File: src/hw/mii_isolate_pkg.sv
// constants for the isolate and indicator mode control of a 10/100 transceiver
// assumes one 250 MHz clock, a synchronous active-low reset and a management bus sampled on clk
// Overview of operation
// isolate mode is entered when control bit ten is set or when the strapped address caught at reset is zero.
// writing address zero into the phy control register does not isolate the device.
// while isolated, transmit data and transmit enable from the mac are ignored.
// while isolated, all mac-side outputs are released to high impedance.
// while isolated, management reads and writes to this device are still answered as usual.
// while isolated, the line side sends no packet data but keeps sending idles or link pulses.
// negotiation, parallel detection and receive link keep running while isolated.
// software picks the indicator mode through bits six and five of the phy control register.
// with bit five set, link shows good link, speed shows 100 Mb/s and the third shows activity.
// in modes two and three, link is on for good link and blinks during any activity.
// in mode two, the activity/collision indicator shows collision.
// in mode three, the activity/collision indicator shows full duplex.
// leaving isolate mode restores the mac side without reset or renegotiation.
package mii_isolate_pkg;
    localparam logic [4:0]  BASIC_CTRL_ADDR  = 5'h00;
    localparam logic [4:0]  PHY_CTRL_ADDR    = 5'h19;
    localparam int          ISOLATE_BIT      = 10;
    localparam int          MODE_SEL_LSB     = 5;
    localparam int          MODE_SEL_MSB     = 6;
    localparam int          PHYAD_MSB        = 4;
    localparam logic [15:0] BASIC_CTRL_RESET = 16'h0000;
    localparam logic [15:0] PHY_CTRL_RESET   = 16'h0020;
    localparam logic [15:0] SR_IDLE          = 16'hffff;
    localparam logic [4:0]  PHYAD_ZERO     = 5'h00;
    localparam logic [1:0]  FRAME_START    = 2'h1;
    localparam logic [1:0]  OP_READ        = 2'h2;
    localparam logic [1:0]  OP_WRITE       = 2'h1;
    localparam logic [4:0]  HDR_LAST       = 5'h0b;
    localparam logic [4:0]  RD_BITS        = 5'h10;
    localparam logic [4:0]  WR_LAST        = 5'h11;
    localparam logic [1:0]  MODE_COLLISION = 2'h0;
    localparam logic [1:0]  MODE_DUPLEX    = 2'h2;
    localparam int          CLK_MHZ        = 250;
    localparam int          BLINK_TIME_US  = 50000;
    localparam int          BLINK_CYCLES   = BLINK_TIME_US * CLK_MHZ;

    typedef enum logic [5:0] {
        ST_IDLE = 6'b000001,
        ST_HDR  = 6'b000010,
        ST_TA   = 6'b000100,
        ST_RD   = 6'b001000,
        ST_WR   = 6'b010000,
        ST_SKIP = 6'b100000
    } mdio_state_t;
endpackage

File: src/hw/led_status_if.sv
// link status and indicator mode passed from the control core to the indicator driver
// assumes both ends share clk
`timescale 1ns/1ps
interface led_status_if;
    logic [1:0] mode;
    logic       link_good;
    logic       speed_100;
    logic       activity;
    logic       collision;
    logic       full_duplex;
    modport ctrl (output mode, link_good, speed_100, activity, collision, full_duplex);
    modport disp (input  mode, link_good, speed_100, activity, collision, full_duplex);
endinterface // led_status_if

File: src/hw/led_indicator.sv
// indicator driver: three registered indicator levels from status and mode
// assumes status levels synchronous to clk; polarity inversion is outside
`timescale 1ns/1ps
module led_indicator #(
    parameter int BLINK_CYCLES = mii_isolate_pkg::BLINK_CYCLES
) (
    input  wire logic   clk,
    input  wire logic   resetn,
    led_status_if.disp  st,
    output logic        link_indicator,
    output logic        speed_indicator,
    output logic        activity_collision_indicator
);
    import mii_isolate_pkg::*;

    if (BLINK_CYCLES < 2) begin : g_bad_blink
        $error("BLINK_CYCLES must be at least 2");
    end

    logic [31:0] blink_cnt_q;
    logic        blink_q;
    wire         blink_wrap = (blink_cnt_q == 32'(BLINK_CYCLES - 1));
    wire         mode_one   = st.mode[0];
    wire         mode_col   = (st.mode == MODE_COLLISION);

    ////////////////////////////////////////////////////////////////////////
    // free blink phase; only looked at while activity is present
    always_ff @(posedge clk) begin
        if (!resetn) begin
            blink_cnt_q <= 32'h0;
            blink_q     <= 1'b0;
        end else begin
            blink_cnt_q <= blink_wrap ? 32'h0 : blink_cnt_q + 32'h1;
            blink_q     <= blink_wrap ? ~blink_q : blink_q;
        end
    end

    // mode one plain link; R10 blink on activity otherwise
    wire link_d = mode_one ? st.link_good
                           : (st.link_good & (~st.activity | blink_q));
    // collision, R12 duplex, R9 activity
    wire actcol_d = mode_one ? st.activity
                             : (mode_col ? st.collision : st.full_duplex);

    always_ff @(posedge clk) begin
        if (!resetn) begin
            link_indicator               <= 1'b0;
            speed_indicator              <= 1'b0;
            activity_collision_indicator <= 1'b0;
        end else begin
            link_indicator               <= link_d;
            // speed independent of mode
            speed_indicator              <= st.speed_100;
            activity_collision_indicator <= actcol_d;
        end
    end
endmodule // led_indicator

File: src/hw/mii_isolate_led_mode.sv
// isolate control, management register slave and indicator mode selection
// assumes mdc and mdio are already synchronous to clk and mdc is much slower than clk;
// the mii pin drivers combine each value with mii_oe outside this block
`timescale 1ns/1ps
module mii_isolate_led_mode #(
    parameter int BLINK_CYCLES = mii_isolate_pkg::BLINK_CYCLES
) (
    input  wire logic       clk,
    input  wire logic       resetn,
    input  wire logic [4:0] phyad_strap,
    input  wire logic       mdc,
    input  wire logic       mdio_in,
    output logic            mdio_out,
    output logic            mdio_oe,
    input  wire logic [3:0] txd,
    input  wire logic       tx_en,
    output logic [3:0]      pcs_txd,
    output logic            pcs_tx_en,
    input  wire logic       core_tx_clk,
    input  wire logic       core_rx_clk,
    input  wire logic       core_rx_dv,
    input  wire logic       core_rx_er,
    input  wire logic [3:0] core_rxd,
    input  wire logic       core_col,
    input  wire logic       core_crs,
    output logic            tx_clk,
    output logic            rx_clk,
    output logic            rx_dv,
    output logic            rx_er,
    output logic [3:0]      rxd,
    output logic            col,
    output logic            crs,
    output logic            mii_oe,
    input  wire logic       link_good,
    input  wire logic       speed_100,
    input  wire logic       full_duplex,
    output logic            isolated,
    output logic            link_indicator,
    output logic            speed_indicator,
    output logic            activity_collision_indicator
);
    import mii_isolate_pkg::*;

    function automatic logic [15:0] reg_read(input logic [4:0]  addr,
                                             input logic [15:0] ctrl,
                                             input logic [15:0] phyctl);
        logic [15:0] v;
        v = 16'h0000;
        if (addr == BASIC_CTRL_ADDR) begin
            v = ctrl;
        end else if (addr == PHY_CTRL_ADDR) begin
            v = phyctl;
        end
        return v;
    endfunction

    ////////////////////////////////////////////////////////////////////////
    // control registers and strap capture
    logic [15:0] basic_mode_control_q;
    logic [15:0] phy_control_reg_q;
    logic        strap_taken_q;
    logic        strap_zero_q;
    logic        wr_en;
    logic [15:0] wr_data;
    logic [4:0]  regad_q;

    // strap zero or control bit isolates; R2 written address never counts
    wire isolate = basic_mode_control_q[ISOLATE_BIT] | strap_zero_q;
    assign isolated = isolate;
    // mac side stays shut until the strap is judged, so a zero strap never glitches it open
    wire mac_open = ~isolate & strap_taken_q;

    // strap sampled on the first edge after release, never under reset
    always_ff @(posedge clk) begin
        if (!resetn) begin
            strap_taken_q <= 1'b0;
            strap_zero_q  <= 1'b0;
        end else if (!strap_taken_q) begin
            strap_taken_q <= 1'b1;
            strap_zero_q  <= (phyad_strap == PHYAD_ZERO);
        end
    end

    always_ff @(posedge clk) begin
        if (!resetn) begin
            basic_mode_control_q <= BASIC_CTRL_RESET;
            phy_control_reg_q    <= PHY_CTRL_RESET;
        end else if (!strap_taken_q) begin
            phy_control_reg_q[PHYAD_MSB:0] <= phyad_strap;
        end else if (wr_en && regad_q == BASIC_CTRL_ADDR) begin
            basic_mode_control_q <= wr_data;
        end else if (wr_en && regad_q == PHY_CTRL_ADDR) begin
            // address field stored and used to match frames, never to isolate
            phy_control_reg_q <= wr_data;
        end
    end

    ////////////////////////////////////////////////////////////////////////
    // management serial slave, fully independent of isolate
    mdio_state_t state_q, state_d;
    logic [4:0]  cnt_q, cnt_d;
    logic [15:0] sr_q, sr_d;
    logic        mdc_q;
    logic        out_d, oe_d;
    logic [4:0]  regad_d;

    wire         mdc_rise  = mdc & ~mdc_q;
    wire [11:0]  hdr_w     = {sr_q[10:0], mdio_in};
    wire         hdr_match = (hdr_w[9:5] == phy_control_reg_q[PHYAD_MSB:0]);
    wire         is_read   = (hdr_w[11:10] == OP_READ);
    wire         is_write  = (hdr_w[11:10] == OP_WRITE);
    wire         hdr_done  = (state_q == ST_HDR) && mdc_rise && (cnt_q == HDR_LAST);
    wire [15:0]  rd_word   = reg_read(regad_q, basic_mode_control_q, phy_control_reg_q);
    wire [4:0]   cnt_inc   = cnt_q + 5'h01;

    assign wr_data = {sr_q[14:0], mdio_in};
    assign wr_en   = (state_q == ST_WR) && mdc_rise && (cnt_q == WR_LAST);

    // transactions decoded the same whatever the isolate state
    always_comb begin
        state_d = state_q;
        cnt_d   = cnt_q;
        sr_d    = sr_q;
        out_d   = mdio_out;
        oe_d    = mdio_oe;
        regad_d = regad_q;
        if (mdc_rise) begin
            sr_d  = {sr_q[14:0], mdio_in};
            cnt_d = cnt_inc;
            unique case (state_q)
                ST_IDLE: begin
                    if ({sr_q[0], mdio_in} == FRAME_START) begin
                        state_d = ST_HDR;
                        cnt_d   = 5'h00;
                    end
                end
                ST_HDR: begin
                    if (cnt_q == HDR_LAST) begin
                        regad_d = hdr_w[4:0];
                        cnt_d   = 5'h00;
                        if (hdr_match && is_read) begin
                            state_d = ST_TA;
                        end else if (hdr_match && is_write) begin
                            state_d = ST_WR;
                        end else begin
                            state_d = ST_SKIP;
                        end
                    end
                end
                ST_TA: begin
                    // second turnaround bit is driven low by us
                    state_d = ST_RD;
                    cnt_d   = 5'h00;
                    sr_d    = rd_word;
                    out_d   = 1'b0;
                    oe_d    = 1'b1;
                end
                ST_RD: begin
                    sr_d  = {sr_q[14:0], 1'b0};
                    out_d = sr_q[15];
                    if (cnt_q == RD_BITS) begin
                        oe_d    = 1'b0;
                        out_d   = 1'b0;
                        state_d = ST_IDLE;
                        sr_d    = SR_IDLE;
                    end
                end
                ST_WR, ST_SKIP: begin
                    if (cnt_q == WR_LAST) begin
                        state_d = ST_IDLE;
                        sr_d    = SR_IDLE;
                    end
                end
            endcase
        end
    end

    always_ff @(posedge clk) begin
        if (!resetn) begin
            state_q  <= ST_IDLE;
            cnt_q    <= 5'h00;
            // idle ones and a high last mdc: no false start or rise after reset
            sr_q     <= SR_IDLE;
            mdc_q    <= 1'b1;
            mdio_out <= 1'b0;
            mdio_oe  <= 1'b0;
            regad_q  <= 5'h00;
        end else begin
            state_q  <= state_d;
            cnt_q    <= cnt_d;
            sr_q     <= sr_d;
            mdc_q    <= mdc;
            mdio_out <= out_d;
            mdio_oe  <= oe_d;
            regad_q  <= regad_d;
        end
    end

    ////////////////////////////////////////////////////////////////////////
    // mac side gating
    // released while isolated; R13 restored on the next edge
    always_ff @(posedge clk) begin
        if (!resetn) begin
            mii_oe <= 1'b0;
        end else begin
            mii_oe <= mac_open;
        end
    end

    // clocks pass straight through, only their enable is registered
    assign tx_clk = core_tx_clk;
    assign rx_clk = core_rx_clk;

    always_ff @(posedge clk) begin
        if (!resetn) begin
            rx_dv <= 1'b0;
            rx_er <= 1'b0;
            rxd   <= 4'h0;
            col   <= 1'b0;
            crs   <= 1'b0;
        end else begin
            rx_dv <= core_rx_dv;
            rx_er <= core_rx_er;
            rxd   <= core_rxd;
            col   <= core_col;
            crs   <= core_crs;
        end
    end

    // mac transmit ignored; R6 line coder idles when pcs_tx_en low
    // nothing but isolate and the strap guard gate the path, so data resumes at once
    always_ff @(posedge clk) begin
        if (!resetn) begin
            pcs_tx_en <= 1'b0;
            pcs_txd   <= 4'h0;
        end else begin
            pcs_tx_en <= tx_en & mac_open;
            pcs_txd   <= mac_open ? txd : 4'h0;
        end
    end

    ////////////////////////////////////////////////////////////////////////
    // indicators; R7 link and speed come ungated by isolate
    led_status_if led_st ();

    // mode field of the phy control register
    assign led_st.mode        = phy_control_reg_q[MODE_SEL_MSB:MODE_SEL_LSB];
    assign led_st.link_good   = link_good;
    assign led_st.speed_100   = speed_100;
    assign led_st.activity    = core_crs | pcs_tx_en;
    assign led_st.collision   = core_col;
    assign led_st.full_duplex = full_duplex;

    led_indicator #(
        .BLINK_CYCLES (BLINK_CYCLES)
    ) u_led (
        .clk                          (clk),
        .resetn                       (resetn),
        .st                           (led_st),
        .link_indicator               (link_indicator),
        .speed_indicator              (speed_indicator),
        .activity_collision_indicator (activity_collision_indicator)
    );
endmodule // mii_isolate_led_mode

File: config.mk
export PLATFORM = sky130hd
export DESIGN_NAME = mii_isolate_led_mode
export DESIGN_NICKNAME = d
export VERILOG_FILES = /design/src/hw/mii_isolate_pkg.sv /design/src/hw/led_status_if.sv /design/src/hw/led_indicator.sv /design/src/hw/mii_isolate_led_mode.sv
export SDC_FILE = /design/constraint.sdc
export NUM_CORES = 1
export LEC_CHECK = 0
export BUFFER_PORTS_ARGS = -buffer_cell sky130_fd_sc_hd__buf_2
export CAP_MARGIN = 15
export CORE_MARGIN = 3
export CORE_UTILIZATION = 55
export CTS_CLUSTER_SIZE = 25
export DETAILED_ROUTE_END_ITERATION = 10
export PLACE_DENSITY = 0.83
export SYNTH_ARGS = -nofsm -noshare
export SYNTH_HDL_FRONTEND = slang
export SYNTH_SLANG_ARGS = --single-unit
File: constraint.sdc
create_clock -name clk -period 4.8 [get_ports clk]
set_input_delay 0.24 -clock clk [delete_from_list [all_inputs] [get_ports clk]]
set_output_delay 0.24 -clock clk [all_outputs]
set_load 0.02 [all_outputs]
; ---- Yosys cells after proc, flatten, opt, wreduce, memory -nomap -nowiden
; Cells that the tools add are included.
[totals]
word_cells = 107
ff_bits = 119
out_inout_bits = 22
[classes]
n_bitwise = 13
n_eq_ne = 21
reduce_logical = 20
n_addsub = 2
muxes = 26
[op_table]
columns = cell, n
row1 = 2-to-1 mux 16 bit, 4
row2 = one-hot mux 16 bit (3 select lines), 1
row3 = 2-to-1 mux 6 bit, 6
row4 = adder 32 x 1 -> 32 bit (second input constant), 1
row5 = == test 32 x 24 -> 1 bit (second input constant), 1
row6 = one-hot mux 6 bit (5 select lines), 1
row7 = 2-to-1 mux 5 bit, 5
row8 = == test 5 bit (second input constant), 3
row9 = one-hot mux 5 bit (3 select lines), 1
row10 = zero test 5 bit, 2
row11 = AND reduction 3 bit, 3
row12 = != test 2 bit (second input constant), 4
row13 = AND reduction 2 bit, 4
row14 = == test 6 x 1 -> 1 bit (second input constant), 1
row15 = == test 6 x 2 -> 1 bit (second input constant), 1
row16 = == test 6 x 3 -> 1 bit (second input constant), 1
row17 = == test 6 x 4 -> 1 bit (second input constant), 1
row18 = == test 6 x 5 -> 1 bit (second input constant), 1
row19 = == test 6 bit (second input constant), 1
row20 = logical AND 1 bit, 6
row21 = 2-to-1 mux 1 bit, 6
row22 = inverter 1 bit, 6
row23 = adder 5 x 1 -> 5 bit (second input constant), 1
row24 = == test 5 x 4 -> 1 bit (second input constant), 1
row25 = 11 further kinds, 20

; ---- Longest topological paths before layout
; Gate-level depths: netlist of run 1.
[logic_depth]
ltp_word = 8
ltp_mapped = 8
mapped_depth_nobuf = 6

; ---- Hierarchy
; Synthesis of run 1 repeated with hierarchy kept, for this count alone.
[unflattened]
cells_unflattened = 602
hier_area_um2 = 5424.0
[by_module_without_submodules]
columns = mod, n_inst, area_each_um2, seq_area_each_um2, cells_each
row1 = mii_isolate_led_mode, 1, 3677.3, 1661.6, 407
row2 = led_indicator, 1, 1746.7, 720.7, 195

; ---- Worst setup path after synthesis of run 1
; OpenSTA, ideal clock, no wires.
[synth_timing]
path_type = flip-flop to flip-flop
start = register state_q[3]
end = register sr_q[1]
setup_ns = 0.122
path_slack_ns = 2.869
synth_period_minus_slack_ns = 1.931
path_buffers = 3
arrival_ns = 1.809
path_stages_with_launch = 9
path_cell_list = dfxtp_1 clkbuf_1 or4_4 or2_1 buf_2 buf_6 nor2_1 a21oi_1 o32a_1
[synth_via]
elab_chain_cells = 3
[synth_rtl]
columns = element, line_no
row1 = "start, declared", mii_isolate_led_mode.sv:100  ; mdio_state_t state_q, state_d;
row2 = "start signal, assigned", mii_isolate_led_mode.sv:189  ; state_q <= state_d;
row3 = == test 6 x 5 -> 1 bit / == test 6 bit (equally long branches), mii_isolate_led_mode.sv:130  ; unique case (state_q)
row4 = OR reduction 2 bit, mii_isolate_led_mode.sv:130
row5 = one-hot mux 16 bit (3 select lines) *, mii_isolate_led_mode.sv:130
row6 = "end signal, assigned", mii_isolate_led_mode.sv:191  ; sr_q <= sr_d;
row7 = "end, declared", mii_isolate_led_mode.sv:102  ; logic [15:0] sr_q, sr_d;
; Mark *: on every way between the ends. The rest lies on a longest branch, timed or not.
; A chain may end at the register's enable or synchronous reset.

; ---- Worst setup path in the final report of run 1
[layout_timing]
start = register regad_q[0]
end = register basic_mode_control_q[2]
[layout_via]
elab_chain_cells = 3
[layout_rtl]
columns = element, line_no
row1 = "start, declared", mii_isolate_led_mode.sv:65  ; logic [4:0] regad_q;
row2 = "start signal, assigned", mii_isolate_led_mode.sv:195  ; regad_q <= regad_d;
row3 = zero test 5 bit, mii_isolate_led_mode.sv:90  ; end else if (wr_en && regad_q == BASIC_CTRL_ADDR) begin
row4 = logical AND 1 bit, mii_isolate_led_mode.sv:90
row5 = AND reduction 2 bit (no line), n/a
row6 = "end signal, assigned", mii_isolate_led_mode.sv:91  ; basic_mode_control_q <= wr_data;
row7 = "end, declared", mii_isolate_led_mode.sv:59  ; logic [15:0] basic_mode_control_q;
; Every way passes these cells.

==> metrics.txt, run 1 <==
combinational fraction of design power=roughly 3.8%; Post-synth EDFFs=0; Routability Congestion=approximately 0.86; DP Wirelength=8020 µm; worst reg-to-reg setup slack=between 1500 and 2000 ps; Period Utilization, post-route=60.3%; clk sinks=119; clock skew=6.21 ps; Syn Area/Cell=about 8.7 µm²; routed via count=4573; crit end category=flip-flop; most frequent cells in the layout=dfxtp_1, nor2_1, nand2_1; max-cap viol count=0; Yosys reg bits=between 100 and 150; depth of the most critical reg-to-reg path=5; worst hold path class=primary input to flip-flop; Slew HR=between 30 and 40%; H-tree Lvls=4; fill count=661; crit path time final=2890 ps; first-pass GRT wire length=21800 µm; met2 usage=40.4%; GRT Total Usage=24.3%; critical path arrival=3250 ps; met3 usage=7.59%; Least-Margin Pin Slew=982 ps; outcome=finished, final reports clean; Syn Inst Count=602; final worst-path setup slack=1910 ps; Slew Limit Fails=0; Die Span Y=between 100 and 150 µm; Sw Ratio=22.7%; Critical R2R Capture=basic_mode_control_q[2]; Clock Power Share=a little over half; Clk pin slew, worst setup/hold paths=around 60 ps; most common cell after layout, fill and taps aside=dfxtp_1; Placed Area=5470 µm²; Yosys cell types=62; CTS tree=yes; CP Class=flip-flop to flip-flop; final instance area=6210 µm²; wire length per cell=approximately 16 µm; Flop pwr share=about 43%; Clock Path Buffers=2; Worst VDD drop=0.000258 V; initial core utilization=58.3%; Highest Clock Rate=0.346 GHz; # nets final=around 700; Multi-input gate area=2640 µm²; net switching power figure=532 µW; Sequential cell area=approximately 2400 µm²; Reg2Reg Launch Point=regad_q[0]; Final setup viols=0; largest net degree at the start of global routing=51; Die ar.=10700 µm²; Top Ports=just under 50; Post-Syn Area=5230 µm²; CP max-delay cell=nor2_2; sequential share of the synthesized area=between 40% and 50%; placed insts=about 740; Cell Pwr Density=377 nW/µm²; met1 usage=30.4%; Post-Place Setup Slack=2060 ps; unrepaired setup endpoints after global routing=false; ANT cells=0; Area Overhead vs Synth=18.8%; non-filler instance count after layout=790; area of the core=8980 µm²; Initial DRC Count=292; P_int=1810 µW; Detailed Routing Iterations Pass 1=5; Syn Nets=633; layout cell share with drive strength beyond 1=15.7%; endpoints failing hold=0; GRT overflow=0; row cnt=34; startpoint types=flip-flop; initial antenna violation count=0; port bufs=44; Num CTS Buffers=17; Worst Setup EP=basic_mode_control_q[2]; number of remaining DRC errors=0; clk root buf=clkbuf_8; Req. time, crit path=a little over 5000 ps; postcts setup bufs=0; asr flop ratio synth=0%; top_reg_cell synth=dfxtp_1; Routed Antenna Nets=0; CP Launch Point=regad_q[0]; hold_sp=mdio_in; via count of the first global-routing pass=4548; clk_lat worst skew=510 ps; post-route setup TNS=0 ps; crit-path max cell delay=roughly 760 ps; Top Usage Layer GRT=met2; Max FO, Critical Path=18; Leakage=~0.0023 µW; chip width=104 µm; synth warn=0; final wirelength=about 13000 µm; worst path cell trace=or4_1 -> nor2_2 -> nand3_1 -> nand2_1 -> a21oi_1; via/cell ratio=5.79
[cell families (layout without fill, tap and decap cells)]
group | after synthesis | count (layout) | synth area share [%]
and+or+nand+nor | 282 | 282 | 26.3
buffers and inverters | 46 | 108 | 4.04
xor gates and xnor gates | 36 | 36 | 6.03
AOI/OAI and AO/OA | 106 | 106 | 15.4
DFF | 119 | 119 | 45.6
adders and majority gates | 4 | 4 | 0.957
muxes | 9 | 9 | 1.72
[critical path: cells and delay by family, from the launching register on]
family / cells / cell delay (ps)
compound gates: 1 / 100
simple gates: 4 / 2320
flops: 1 / 320
[how the worst min path moves through the flow]
stage               cells past startpoint  slack, ps                       to
floorplan                               0        270            strap_taken_q
global placement                        1        430     u_led.blink_cnt_q[0]
detailed placement                      2        450  basic_mode_control_q[4]
CTS                                     3         20  basic_mode_control_q[0]
global route                            3         60  basic_mode_control_q[0]
finish                                  3         50  basic_mode_control_q[0]
[what timing repair did]
| action | 4_1_cts | 5_1_grt |
|---|---|---|
| hold buffers | 16 | 0 |
| gates resized for setup | 0 | 0 |
| hold endpoints to repair | 16 | 0 |
[cell type report]
cell class	count	area share, %
repair buffers	63	6.49
flip-flops and latches	119	38.4
multi-input cells	437	42.4
inverters	13	0.786
clock inverters	13	2.30
clock buffers	19	7.11
well taps	126	2.54
[stage by stage]
| step | hold WS, ps | power (µW) | utilization [%] |
|---|---|---|---|
| 5_1_grt | 59.2 | 2420 | 69.2 |
| 3_5_place_dp | 446 | 1110 | 60.9 |
| 6_report | 50.9 | 2340 | 69.2 |
| 4_1_cts | 23.0 | 2360 | 69.2 |
| 2_1_floorplan | 268 | 1090 | - |
| 3_3_place_gp | 426 | 1110 | 60.9 |
[layer usage]
metal | vias to the layer above | part of all wire, % | routed length (µm)
li1 | 2200 | - | -
met1 | 2178 | 43 | 5430
met2 | 177 | 50 | 6310
met3 | 18 | 6.7 | 850
met4 | 0 | 1.1 | 144
met5 | - | 0 | 0
[registers in the layout, indices dropped and copies added (netlist names), 4 cells and up]
register and cells:
sr_q 16, phy_control_reg_q 16, u_led.blink_cnt_q 32, rxd 4, regad_q 5, pcs_txd 4
cnt_q 5, basic_mode_control_q 16, state_q 6
[synth_stat cells, types with 3 or more instances]
| library cell | count | share of area [%] |
|---|---|---|
| a211o_1 | 3 | 0.50 |
| a21oi_1 | 39 | 3.7 |
| a221oi_1 | 6 | 1.0 |
| a221oi_2 | 8 | 2.3 |
| and2_1 | 18 | 2.2 |
| and3_1 | 5 | 0.60 |
| and4_1 | 5 | 0.84 |
| buf_2 | 8 | 0.77 |
| buf_4 | 5 | 0.72 |
| clkbuf_1 | 17 | 1.2 |
| dfxtp_1 | 119 | 46 |
| ha_1 | 4 | 0.96 |
| inv_1 | 12 | 0.86 |
| mux2i_1 | 9 | 1.7 |
| nand2_1 | 80 | 5.7 |
| nand2b_1 | 6 | 0.72 |
| nand3_1 | 18 | 1.7 |
| nand4_1 | 9 | 1.1 |
| nor2_1 | 86 | 6.2 |
| nor2b_1 | 4 | 0.48 |
| nor3_1 | 12 | 1.1 |
| nor4_1 | 13 | 1.6 |
| o21ai_0 | 9 | 0.86 |
| o221a_2 | 6 | 1.3 |
| o22a_1 | 14 | 2.3 |
| or2_2 | 3 | 0.36 |
| or3_1 | 3 | 0.36 |
| or4_1 | 5 | 0.72 |
| xnor2_1 | 25 | 4.2 |
| xor2_1 | 11 | 1.8 |
[power groups by stage]
stage	Clock [µW]	Combinational (µW)	Sequential, µW
after global placement	0	75.8	1040
after global routing	1300	98.5	1020
final	1240	89.8	1020
after CTS	1250	88.6	1020
after floorplan	0	45.8	1040
after detailed placement	0	78.2	1040
No activity file was read; power rests on OpenSTA's default activity.
==> inputs of run 2 (changes only) <==
Settings changed: ABC_AREA from default to 1, PLACE_DENSITY 0.83 to 0.82.
Clock period 4.8 ns to 2.9 ns, I/O delays scaled along.
==> run 2 against run 1 <==
Non-clock buffer count is 9 higher. Clock skew increased by 6.7 ps. Via count rose by 21%. Setup slack lost 850 ps. Synthesized cell count up 39%. Core utilization shrank 0.23 points.
==> metrics.txt, run 2 <==
Detailed Routing Iterations Pass 1=5; leading area contributor after synthesis=dfxtp_1; synth warn=0; Max FO, Critical Path=18; endpoints failing hold=0; Clock Path Buffers=2; Final setup viols=0; share of the synthesized area in the top cell type=~40%; ANT cells=0; DP Wirelength=9310 µm; Reg with most FFs=u_led.blink_cnt_q; Largest register FFs=32; Cell Pwr Density=579 nW/µm²; CP Class=flip-flop to flip-flop; Area Overhead vs Synth=18.9%; Post-Syn Area=5800 µm²; Worst VDD drop=0.000386 V; worst reg-to-reg setup slack=1060 ps; via/cell ratio=5.27; row cnt=36; number of remaining DRC errors=0; Syn Area/Cell=~6.9 µm²; area of the core=10000 µm²; initial core utilization=58.0%; Yosys reg bits=119; Req. time, crit path=3320 ps; routed via count=5536; Period Utilization, post-route=63.6%; Die ar.=11800 µm²; clk root buf=clkbuf_8; Least-Margin Pin Slew=680 ps; post-route setup TNS=0 ps; Highest Clock Rate=0.542 GHz; final wirelength=14400 µm; clock skew=about 13 ps; Routability Congestion=0.942; crit end category=flip-flop; clk_lat worst skew=520 ps; Yosys cell types=43; Post-synth top cells=nand2_1, dfxtp_1, inv_1; via count of the first global-routing pass=roughly 5300; CTS tree=yes; # nets final=936; sequential share of the synthesized area=41.1%; GRT overflow=0; Clk pin slew, worst setup/hold paths=60 ps; Die Span Y=109 µm; Initial DRC Count=523; Leakage=0.00294 µW; critical path arrival=2270 ps; Num CTS Buffers=17; initial antenna violation count=0; GRT Total Usage=a little over a quarter; most common cell after layout, fill and taps aside=nand2_1; asr flop ratio synth=0%; outcome=finished, final reports clean; Slew Limit Fails=0; largest cells by area after synthesis=dfxtp_1, nand2_1, inv_1, nor2_1, o21ai_0; Top Ports=49; wire length per cell=13.7 µm; top_reg_cell synth=dfxtp_1; most frequent cells in the layout=nand2_1, dfxtp_1, inv_1; max-cap viol count=0; layout cell share with drive strength beyond 1=13.8%; startpoint types=flip-flop; largest net degree at the start of global routing=67; crit path time final=1840 ps; first-pass GRT wire length=24700 µm; clk sinks=119; Post-synth EDFFs=0; Syn Inst Count=839; worst hold path class=primary input to flip-flop; Routed Antenna Nets=0; top-count cell post-synth=nand2_1; unrepaired setup endpoints after global routing=false; port bufs=44; H-tree Lvls=4; Syn Nets=870; Slew HR=54.6%; chip width=between 100 and 150 µm; Final Power=3990 µW; Final Util=just under 70%
-- run 2: cell types whose count changed in the layout (fill, tap and decap cells not counted), sizes merged, moves of 20 or more --
cell   delta
inv     +101
nor2     +24
nand3    +24
nand2   +138
xnor2    -20
o21ai    +57
-- run 2: worst paths after layout --
kind,endpoint,from,cells past startpoint
setup / recovery,u_led.blink_cnt_q[17],u_led.blink_cnt_q[0],9
hold / removal,phy_control_reg_q[1],phyad_strap[1],5
setup reg to reg,u_led.blink_cnt_q[17],u_led.blink_cnt_q[0],9
hold reg to reg,basic_mode_control_q[9],basic_mode_control_q[9],2
-- run 2: layout make-up --
type | instances | area [µm²]
Multi-Input combinational cell | 580 | 2840
Clock buffer | 21 | 449
Fill cell | 832 | 3100
Tap cell | 133 | 166
Clock inverter | 11 | 146
Inverter | 115 | 434
Timing Repair Buffer | 72 | 483
Sequential cell | 119 | 2380
-- run 2: power breakdown --
group	internal, µW	leakage, µW	switching, µW	total, µW
Combinational	76.9	0.00169	122	199
Clock	1360	0.000289	754	2110
Sequential	1660	0.000967	21.0	1690
Total	3100	0.00294	897	3990
-- run 2: repair_timing --
action                    4_1_cts  5_1_grt
gates resized for setup         0        0
hold buffers                   21        0
hold endpoints to repair       21        0
buffers inserted                0        0
-- run 2: worst max-delay path, cell delays in order, from the launching register on --
cell	delay [ps]
dfxtp_1	380
ha_1	280
nand3_2	160
nor3_1	230
nand2_1	130
o21ai_2	160
buf_4	250
inv_1	60
nand2_1	60
inv_1	30
-- run 2: cells by family (layout without fill, tap and decap cells) --
logic type / after synthesis / after routing / share of synthesized area [%]
AND/OR/NAND/NOR: 424 / 424 / 32.9
buffers and inverters: 140 / 219 / 10.0
AO/OA/AOI/OAI: 134 / 134 / 12.4
flip-flops: 119 / 119 / 41.1
XOR/XNOR: 17 / 17 / 2.57
adder cells (fa/ha/maj): 4 / 4 / 0.863
multiplexers: 1 / 1 / 0.173
-- run 2: metrics by stage --
stage	std cells	setup slack [ps]	cell area, µm²	hold slack [ps]
final	1051	1060	6900	45.3
after global routing	1051	887	6900	99.8
after CTS	1051	1090	6900	31.4
after detailed placement	998	1090	6090	290
after global placement	998	1100	6090	290
after floorplan	839	1390	5800	173
-- run 2: layer usage --
| layer | routed length [µm] | part of all wire, % | up-vias | track usage (%) |
|---|---|---|---|---|
| met5 | 0 | 0 | - | 0 |
| met4 | 190 | 1.3 | 0 | 9.65 |
| met1 | 6510 | 45 | 2494 | 36.2 |
| li1 | - | - | 2790 | - |
| met2 | 6550 | 45 | 228 | 40.4 |
| met3 | 1160 | 8.1 | 24 | 7.22 |
